--- src/shared/meter_irq_regs.svh ---
`ifndef METER_IRQ_REGS_SVH
`define METER_IRQ_REGS_SVH

// device registers on the link
`define MODE_TWO_OFS    8'h03
`define FLAGS_OFS       8'h04
`define ENABLES_OFS     8'h06
`define LOW_LVL_OFS     8'h10
`define HIGH_LVL_OFS    8'h12
`define CUR_LVL_OFS     8'h14
`define ZX_TIMO_OFS     8'h16
`define SUM_OFS         8'h18
`define RATE_OFS        8'h20

// flag bit positions
`define BIT_LATE        15
`define BIT_DONE        14
`define BIT_REACT_DIR   13
`define BIT_REAL_DIR    12
`define BIT_NO_ZX       11
`define BIT_V_LOW       10
`define BIT_V_HIGH      9
`define BIT_I_HIGH      8
`define BIT_ACC_OVF     2
`define BIT_SUM_CHG     1
`define BIT_SUPPLY      0
`define FLAG_IMPL_MASK  16'hFF07
`define FUND_DIS_BIT    4

// reset values
`define FLAGS_RST       16'h0000
`define ENABLES_RST     16'h0000
`define MODE_TWO_RST    8'h00
`define RATE_RST        16'h0000
`define ZX_TIMO_RST     16'h0000

// host-side software registers
`define H_STATUS_OFS    8'h00
`define H_MASK_OFS      8'h04
`define H_FLAGS_OFS     8'h08
`define H_SUM_OFS       8'h0C
`define H_CTRL_OFS      8'h10
`define H_RATE_OFS      8'h14
`define H_DEV_EN_OFS    8'h18
`define H_ST_SUPPLY     0
`define H_ST_SUM        1
`define H_ST_LATE       2
`define H_ST_SERVICED   3
`define H_CTRL_AUTO     0
`define H_CTRL_USE_RATE 1
`define H_CTRL_RST      16'h0001

`endif

--- src/shared/meter_link_if.sv ---
`timescale 1ns/1ps
interface meter_link_if;
  logic [7:0]  addr;
  logic [15:0] wdata;
  logic        wr;
  logic        rd;
  logic [15:0] rdata;
  logic        irq_n;

  modport dev_end  (input addr, input wdata, input wr, input rd, output rdata, output irq_n);
  modport host_end (output addr, output wdata, output wr, output rd, input rdata, input irq_n);
endinterface
--- src/core/meter_irq_device.sv ---
`timescale 1ns/1ps
`include "meter_irq_regs.svh"
module meter_irq_device #(
  parameter int NV = 3,
  parameter int NC = 4,
  parameter int NA = 8,
  parameter int SW = 24
) (
  // clock and reset
  input  wire logic                   clk_in,
  input  wire logic                   arst_n_in,
  // link to the host
  meter_link_if.dev_end               link,
  // processing cycle events
  input  wire logic                   cycle_start_in,
  input  wire logic                   cycle_done_in,
  input  wire logic                   real_neg_in,
  input  wire logic                   reactive_neg_in,
  // measurement samples
  input  wire logic [NV-1:0][SW-1:0]  volt_abs_in,
  input  wire logic [NV-1:0]          volt_zero_cross_in,
  input  wire logic [NC-1:0][SW-1:0]  curr_abs_in,
  input  wire logic [NA-1:0]          accum_carry_in,
  // supply monitor pin, asynchronous
  input  wire logic                   supply_fail_pin_in,
  // settings to the signal processor
  output logic                        fundamental_disable_out,
  output logic [15:0]                 sample_rate_out
);

  typedef struct packed {
    logic [15:0]   flags;
    logic [15:0]   enables;
    logic [SW-1:0] low_lvl;
    logic [SW-1:0] high_lvl;
    logic [SW-1:0] cur_lvl;
    logic [15:0]   zx_timo;
    logic [7:0]    mode_two;
    logic [15:0]   rate;
    logic          busy;
    logic          real_neg;
    logic          react_neg;
    logic          dir_valid;
    logic [1:0]    pf_sync;
    logic [15:0]   sum;
    logic          sum_valid;
    logic [15:0]   rdata;
    logic          irq_n;
  } dev_s;

  dev_s st;
  dev_s next_st;

  logic [NV-1:0] zx_missing;
  logic [NV-1:0] v_low;
  logic [NV-1:0] v_high;
  logic [NC-1:0] i_high;
  logic [15:0]   events;
  logic [15:0]   clear_mask;
  logic [15:0]   new_sum;

  ////////////////////////////////////////////////////////////////////////////
  // per-channel detection

  genvar g;
  generate
    for (g = 0; g < NV; g++) begin : g_volt
      volt_channel_watch #(
        .SW (SW),
        .TW (16)
      ) u_watch (
        .clk_in         (clk_in),
        .arst_n_in      (arst_n_in),
        .cycle_start_in (cycle_start_in),
        .abs_level_in   (volt_abs_in[g]),
        .zero_cross_in  (volt_zero_cross_in[g]),
        .low_level_in   (st.low_lvl),
        .high_level_in  (st.high_lvl),
        .timeout_in     (st.zx_timo),
        .missing_out    (zx_missing[g]),
        .low_out        (v_low[g]),
        .high_out       (v_high[g])
      );
    end
    for (g = 0; g < NC; g++) begin : g_curr
      assign i_high[g] = curr_abs_in[g] > st.cur_lvl;
    end
  endgenerate

  ////////////////////////////////////////////////////////////////////////////
  // helpers

  function automatic logic hit(input logic [7:0] a, input logic [7:0] ofs);
    hit = a == ofs;
  endfunction

  function automatic logic [15:0] fold(input logic [SW-1:0] x);
    fold = 16'(x) + 16'(x >> 16);
  endfunction

  // checksum over the level, timeout, mode and rate registers; the enables are not included
  always_comb begin
    new_sum = fold(st.low_lvl) + fold(st.high_lvl) + fold(st.cur_lvl)
            + st.zx_timo + {8'h00, st.mode_two} + st.rate;
  end

  always_comb begin
    events                 = 16'h0000;
    events[`BIT_LATE]      = cycle_start_in && st.busy && !cycle_done_in;
    events[`BIT_DONE]      = cycle_done_in;
    events[`BIT_REACT_DIR] = cycle_done_in && st.dir_valid
                           && (reactive_neg_in != st.react_neg);
    events[`BIT_REAL_DIR]  = cycle_done_in && st.dir_valid
                           && (real_neg_in != st.real_neg);
    events[`BIT_NO_ZX]     = |zx_missing;
    events[`BIT_V_LOW]     = |v_low;
    events[`BIT_V_HIGH]    = |v_high;
    events[`BIT_I_HIGH]    = |i_high;
    events[`BIT_ACC_OVF]   = |accum_carry_in;
    events[`BIT_SUM_CHG]   = st.sum_valid && (new_sum != st.sum);
    events[`BIT_SUPPLY]    = st.pf_sync[1];
    clear_mask = (link.wr && hit(link.addr, `FLAGS_OFS)) ? link.wdata : 16'h0000;
  end

  ////////////////////////////////////////////////////////////////////////////
  // next state

  always_comb begin
    next_st           = st;
    next_st.pf_sync   = {st.pf_sync[0], supply_fail_pin_in};
    next_st.sum       = new_sum;
    next_st.sum_valid = 1'b1;
    // a new event beats a clear of the same bit
    next_st.flags = ((st.flags & ~clear_mask) | events) & `FLAG_IMPL_MASK;

    if (cycle_done_in) begin
      next_st.busy      = 1'b0;
      next_st.real_neg  = real_neg_in;
      next_st.react_neg = reactive_neg_in;
      next_st.dir_valid = 1'b1;
    end
    if (cycle_start_in) begin
      next_st.busy = 1'b1;
    end

    if (link.wr) begin
      if (hit(link.addr, `ENABLES_OFS)) begin
        next_st.enables = link.wdata & `FLAG_IMPL_MASK;
      end
      if (hit(link.addr, `MODE_TWO_OFS)) begin
        next_st.mode_two = link.wdata[7:0];
      end
      if (hit(link.addr, `LOW_LVL_OFS)) begin
        next_st.low_lvl = SW'(link.wdata);
      end
      if (hit(link.addr, `HIGH_LVL_OFS)) begin
        next_st.high_lvl = SW'(link.wdata);
      end
      if (hit(link.addr, `CUR_LVL_OFS)) begin
        next_st.cur_lvl = SW'(link.wdata);
      end
      if (hit(link.addr, `ZX_TIMO_OFS)) begin
        next_st.zx_timo = link.wdata;
      end
      if (hit(link.addr, `RATE_OFS)) begin
        next_st.rate = link.wdata;
      end
    end

    next_st.rdata = 16'h0000;
    if (link.rd) begin
      case (link.addr)
        `FLAGS_OFS:    next_st.rdata = st.flags;
        `ENABLES_OFS:  next_st.rdata = st.enables;
        `MODE_TWO_OFS: next_st.rdata = {8'h00, st.mode_two};
        `LOW_LVL_OFS:  next_st.rdata = st.low_lvl[15:0];
        `HIGH_LVL_OFS: next_st.rdata = st.high_lvl[15:0];
        `CUR_LVL_OFS:  next_st.rdata = st.cur_lvl[15:0];
        `ZX_TIMO_OFS:  next_st.rdata = st.zx_timo;
        `SUM_OFS:      next_st.rdata = st.sum;
        `RATE_OFS:     next_st.rdata = st.rate;
        default:       next_st.rdata = 16'h0000;
      endcase
    end

    // pin follows the flags in the same edge, no extra lag
    next_st.irq_n = ~|(next_st.flags & next_st.enables);
  end

  ////////////////////////////////////////////////////////////////////////////
  // state register

  always_ff @(posedge clk_in or negedge arst_n_in) begin
    if (!arst_n_in) begin
      st          <= '0;
      st.flags    <= `FLAGS_RST;
      st.enables  <= `ENABLES_RST;
      st.mode_two <= `MODE_TWO_RST;
      st.rate     <= `RATE_RST;
      st.zx_timo  <= `ZX_TIMO_RST;
      st.low_lvl  <= '0;
      st.high_lvl <= '1;
      st.cur_lvl  <= '1;
      st.irq_n    <= 1'b1;
    end else begin
      st <= next_st;
    end
  end

  assign link.rdata              = st.rdata;
  assign link.irq_n              = st.irq_n;
  assign fundamental_disable_out = st.mode_two[`FUND_DIS_BIT];
  assign sample_rate_out         = st.rate;

endmodule

--- src/core/volt_channel_watch.sv ---
`timescale 1ns/1ps
`include "meter_irq_regs.svh"
module volt_channel_watch #(
  parameter int SW = 24,
  parameter int TW = 16
) (
  // clock and reset
  input  wire logic          clk_in,
  input  wire logic          arst_n_in,
  // cycle timing and sample
  input  wire logic          cycle_start_in,
  input  wire logic [SW-1:0] abs_level_in,
  input  wire logic          zero_cross_in,
  // thresholds
  input  wire logic [SW-1:0] low_level_in,
  input  wire logic [SW-1:0] high_level_in,
  input  wire logic [TW-1:0] timeout_in,
  // one-cycle events on missing_out and low_out; high_out follows the level
  output logic               missing_out,
  output logic               low_out,
  output logic               high_out
);

  typedef struct packed {
    logic [TW-1:0] cnt;
    logic          exceeded;
    logic          armed;
    logic          missing;
    logic          low;
    logic          high;
  } watch_s;

  watch_s st;
  watch_s next_st;

  always_comb begin
    next_st         = st;
    next_st.missing = 1'b0;
    next_st.low     = 1'b0;
    next_st.high    = abs_level_in > high_level_in;
    if (zero_cross_in) begin
      next_st.cnt = '0;
    end else if (cycle_start_in && st.cnt != timeout_in) begin
      // saturates so one outage reports once; timeout of zero disables
      next_st.cnt     = st.cnt + 1'b1;
      next_st.missing = (st.cnt + 1'b1) == timeout_in;
    end
    if (cycle_start_in) begin
      // first partial cycle after reset is not judged
      next_st.low      = st.armed && !st.exceeded;
      next_st.exceeded = abs_level_in > low_level_in;
      next_st.armed    = 1'b1;
    end else if (abs_level_in > low_level_in) begin
      next_st.exceeded = 1'b1;
    end
  end

  always_ff @(posedge clk_in or negedge arst_n_in) begin
    if (!arst_n_in) begin
      st <= '0;
    end else begin
      st <= next_st;
    end
  end

  assign missing_out = st.missing;
  assign low_out     = st.low;
  assign high_out    = st.high;

endmodule

--- src/flat_wrapper.sv ---
// flat-port wrapper written by rule: the top's interface ports become plain ports
module meter_irq_device_flat 
#(
  parameter int NV = 3,
  parameter int NC = 4,
  parameter int NA = 8,
  parameter int SW = 24
)
  (clk_in, arst_n_in, cycle_start_in, cycle_done_in, real_neg_in, reactive_neg_in, volt_abs_in, volt_zero_cross_in, curr_abs_in, accum_carry_in, supply_fail_pin_in, fundamental_disable_out, sample_rate_out, link_addr, link_wdata, link_wr, link_rd, link_rdata, link_irq_n);
  meter_link_if link_i ();
  input  wire logic clk_in;
  input  wire logic arst_n_in;
  input  wire logic cycle_start_in;
  input  wire logic cycle_done_in;
  input  wire logic real_neg_in;
  input  wire logic reactive_neg_in;
  input  wire logic [NV-1:0][SW-1:0] volt_abs_in;
  input  wire logic [NV-1:0] volt_zero_cross_in;
  input  wire logic [NC-1:0][SW-1:0] curr_abs_in;
  input  wire logic [NA-1:0] accum_carry_in;
  input  wire logic supply_fail_pin_in;
  output logic fundamental_disable_out;
  output logic [15:0] sample_rate_out;
  input wire logic [$bits(link_i.addr)-1:0] link_addr;
  input wire logic [$bits(link_i.wdata)-1:0] link_wdata;
  input wire logic [$bits(link_i.wr)-1:0] link_wr;
  input wire logic [$bits(link_i.rd)-1:0] link_rd;
  output wire logic [$bits(link_i.rdata)-1:0] link_rdata;
  output wire logic [$bits(link_i.irq_n)-1:0] link_irq_n;
  assign link_i.addr = link_addr;
  assign link_i.wdata = link_wdata;
  assign link_i.wr = link_wr;
  assign link_i.rd = link_rd;
  assign link_rdata = link_i.rdata;
  assign link_irq_n = link_i.irq_n;
  meter_irq_device #(.NV(NV), .NC(NC), .NA(NA), .SW(SW)) u_core (.clk_in(clk_in), .arst_n_in(arst_n_in), .link(link_i), .cycle_start_in(cycle_start_in), .cycle_done_in(cycle_done_in), .real_neg_in(real_neg_in), .reactive_neg_in(reactive_neg_in), .volt_abs_in(volt_abs_in), .volt_zero_cross_in(volt_zero_cross_in), .curr_abs_in(curr_abs_in), .accum_carry_in(accum_carry_in), .supply_fail_pin_in(supply_fail_pin_in), .fundamental_disable_out(fundamental_disable_out), .sample_rate_out(sample_rate_out));
endmodule
--- config.mk ---
export PLATFORM = sky130hd
export DESIGN_NAME = meter_irq_device_flat
export DESIGN_NICKNAME = d
export VERILOG_FILES = /design/src/shared/meter_link_if.sv /design/src/core/meter_irq_device.sv /design/src/core/volt_channel_watch.sv /design/src/flat_wrapper.sv
export VERILOG_INCLUDE_DIRS = /design/src /design/src/shared
export SDC_FILE = /design/constraint.sdc
export NUM_CORES = 1
export LEC_CHECK = 0
export ABC_AREA = 1
export BUFFER_PORTS_ARGS = -buffer_cell sky130_fd_sc_hd__buf_2
export CORE_ASPECT_RATIO = 0.5
export CORE_UTILIZATION = 53
export DETAILED_ROUTE_END_ITERATION = 6
export PLACE_DENSITY = 0.75
export SLEW_MARGIN = 20
export SYNTH_ARGS = -nofsm -noshare
export SYNTH_HDL_FRONTEND = slang
export SYNTH_HIERARCHICAL = 1
export SYNTH_SLANG_ARGS = --single-unit
--- constraint.sdc ---
create_clock -name clk_in -period 4.9 [get_ports clk_in]
set_clock_uncertainty 0.2 [all_clocks]
set_input_delay 0.735 -clock clk_in [delete_from_list [all_inputs] [get_ports clk_in]]
set_output_delay 0.735 -clock clk_in [all_outputs]
set_load 0.02 [all_outputs]
==> impl_metrics.yaml <==
die:
  std_cell_rows: 51
  io_pins: 246
  core-area_um2: 38900
  start_util: 0.539
  die_area_um2: 40400
  chipHeight_um: 143
  die_w_um: 283
setup_path:
  worst-setup-path-type: "reg2reg"
  cp_max_fo: 9
  startpoint_type: "flip-flop"
  critPathRequiredTime_ps: 5200
  worstPathArrival_ps: 5310
  endpoint_kind: "flip-flop"
  reg2reg_slack_ps: -110
timing:
  worst_slew_pin_slew_ps: 998
  fmax_mhz: 200
  hold_viol: 0
  timing.final.crit_period_ps: 5010
  rsz0062_at_grt: "yes"
  fin_hold_ws_ps: 7.79
  slew-limit-headroom: 0.333
  slew_violations: 0
  period_share: 1.02
  setup_viol: 2
  worst_slack_ps: -112
final_layout:
  final_layout_size_suffix_gt1_frac: 0.172
  syn_to_final_growth_pct: 14.3
  final_core_util: 0.615
  stdcell_count: 3714
  finalNetCount: 3713
clocking:
  cts_sinks: 215
  cts_hold_buf: 0
  htree_num_levels: 1
  cts_tree: "built"
  clk_pin_slew_worst_paths_ps: 70
  clk-insertion-delay-late_ps: 560
  cts_buffers: 23
  cts_root_buf: "clkbuf_16"
  cts_buffer_depth: 3
global_route:
  grt_max_degree: 97
  grt_pass1_wl_um: 99300
  antenna_found_initial: 5
  grt-ovfl-total: 0
  track_usage: 0.312
  first_global_vias: 19300
hold_path:
  hold_path_class: "in2async"
placed_design:
  portBuffers: 245
  gp_congestion: 0.989
  hpwl_um: 50600
  place_inst: 3666
flow_run:
  cap_violations: 0
logic_synthesis:
  synth_top_cell_by_area: "dfrtp_1"
  synth_seq_cells: 215
  synth_top_area_share: 0.215
  ys_warn_count: 6
  yosysSeqAreaShare: 0.259
  netlist_area_um2: 21000
  synth_area_leaders: "dfrtp_1, ha_1, nand2_1"
  avgSynthCellArea_um2: 7.29
  syn_inst: 2877
  ys_types: 54
outcome:
  violations: "setup timing"
  status: "complete, but fails checks"
routing:
  drt-vias-per-instance: 5.34
  postRouteAntennaNets: 0
  drc: 0
  vias: 19800
  routedWlPerCell_um: 16.7
  first_iter_violations: 1642
  drt_wl_total_um: 62200
  drtPass1Iterations: 6
power:
  power_mw: 5.50
  powerDensity_nw_per_um2: 230
  irDropWorstVdd_v: 0.000227
  leakagePower_nw: 11.8
==> registers in the layout, indices dropped and copies added (netlist names) <==
register / cells
u_core/g_volt.u_watch/st: 54
u_core/st: 116
u_core/link.rdata: 16
u_core/g_volt.u_watch/high_out: 3
u_core/fundamental_disable_out: 1
u_core/events: 1
u_core/g_volt.u_watch/low_out: 3
u_core/next_st: 1
u_core/sample_rate_out: 16
u_core/g_volt.u_watch/missing_out: 3
u_core/link.irq_n: 1
==> placed cells by master, fill, tap and decap left out, types with 17 or more instances in the layout <==
master     count
clkbuf_16     23
nand2_1      714
nand3_1      155
dfrtp_1      180
nand2_2       33
dfstp_2       35
nor2_2        24
o21ai_2       25
conb_1        25
nor2_1       180
o21ai_1       40
a21oi_1      133
nand4_1       50
o21ai_0      137
xor2_1        49
o22ai_1       22
nor3_1        27
ha_1         266
buf_4         63
buf_2        244
fa_1          64
inv_1        503
inv_2         36
xnor2_1       17
==> critical path, stage by stage (launching register included) <==
cell	delay [ps]
dfstp_2	560
clkinvlp_4	90
buf_12	150
fa_1	480
inv_1	50
fa_1	450
fa_1	490
inv_1	50
fa_1	440
inv_2	80
ha_4	140
inv_2	40
fa_2	400
inv_2	70
nand3_2	60
nand3_2	110
nand2_2	70
nand2_2	80
nand2_1	70
nand3b_1	100
nand2_1	70
nand2_1	60
nand2_1	60
nor2_2	100
nand4_1	160
nand2_1	120
nand2_2	70
a21oi_2	140
==> path summary, 6_finish.rpt <==
check                           depth (start not counted)                          from                                     endpoint
worst min register to register                          0  u_core/next_st[35]$_DFF_PN0_                   u_core/events[0]$_DFF_PN0_
worst max register to register                         27    u_core/st[102]$_DFFE_PN1P_                  u_core/link.irq_n$_DFF_PN1_
min in group clk_in                                     1            supply_fail_pin_in                 u_core/next_st[35]$_DFF_PN0_
worst min-delay path                                    1                     arst_n_in  u_core/g_volt[0].u_watch/st[15]$_DFFE_PN0P_
worst max-delay path                                   27    u_core/st[102]$_DFFE_PN1P_                  u_core/link.irq_n$_DFF_PN1_
max in group asynchronous                               2                     arst_n_in                   u_core/st[104]$_DFFE_PN1P_
==> where the power goes <==
group,internal (mW),switching [mW]
Combinational,0.623,0.981
Clock,1.11,0.802
Sequential,1.89,0.0957
==> per-layer routing <==
metal	global-route usage	share of wire
met5	0	0
met4	0.103	0.035
met3	0.0562	0.084
met2	0.529	0.46
met1	0.403	0.42
==> cells in the mapped netlist, drive strengths merged <==
master and number:
a2111oi 6, a211oi 4, a21o 4, a21oi 135, a221oi 9, a22o 1, a31o 1, a31oi 5
a32o 1, a41oi 1, and2 1, buf 51, clkbuf 22, clkinv 4, conb 2, dfrtp 180
dfstp 35, fa 67, ha 272, inv 540, nand2 752, nand3 159, nand3b 5, nand4 50
nor2 209, nor3 34, nor4 4, o2111a 1, o211ai 7, o21a 8, o21ai 203, o21bai 4
o221ai 1, o22ai 28, or2 1, xnor2 19, xnor3 1, xor2 50
==> cell type report <==
cell class / count / area [um^2]
Sequential cell: 215 / 5420
Fill cell: 3599 / 15000
Clock buffer: 30 / 652
Inverter: 544 / 2050
Timing Repair Buffer: 310 / 1750
Multi-Input combinational cell: 2068 / 13200
Tap cell: 530 / 663
Clock inverter: 12 / 166
Antenna cell: 5 / 12.5
==> stage by stage <==
step           setup TNS [ps]  worst slack [ps]  instance area, um^2
2_1_floorplan            -442              -243                21100
3_3_place_gp            -24.8             -24.8                23000
3_5_place_dp             -140             -96.0                23000
4_1_cts                 -27.5             -27.5                23900
5_1_grt                  -468              -282                24000
6_report                 -150              -112                24000
==> kinds of logic (layout without fill, tap and decap cells) <==
family,Yosys count,in the layout,synth area share
AOI/OAI and AO/OA,419,419,0.116
xor gates and xnor gates,70,70,0.0306
adders and majority gates,339,339,0.226
buffers and inverters,617,896,0.120
DFF,215,215,0.259
other,2,30,0.000358
and+or+nand+nor,1215,1215,0.248
==> what timing repair did <==
| action | in CTS | in global routing |
|---|---|---|
| gates resized for setup | 11 | 16 |
| pin swaps | 9 | 10 |
| buffers inserted | 1 | 0 |
| endpoints found under the setup margin | 2 | 2 |
No activity file was read; power rests on OpenSTA's default activity.
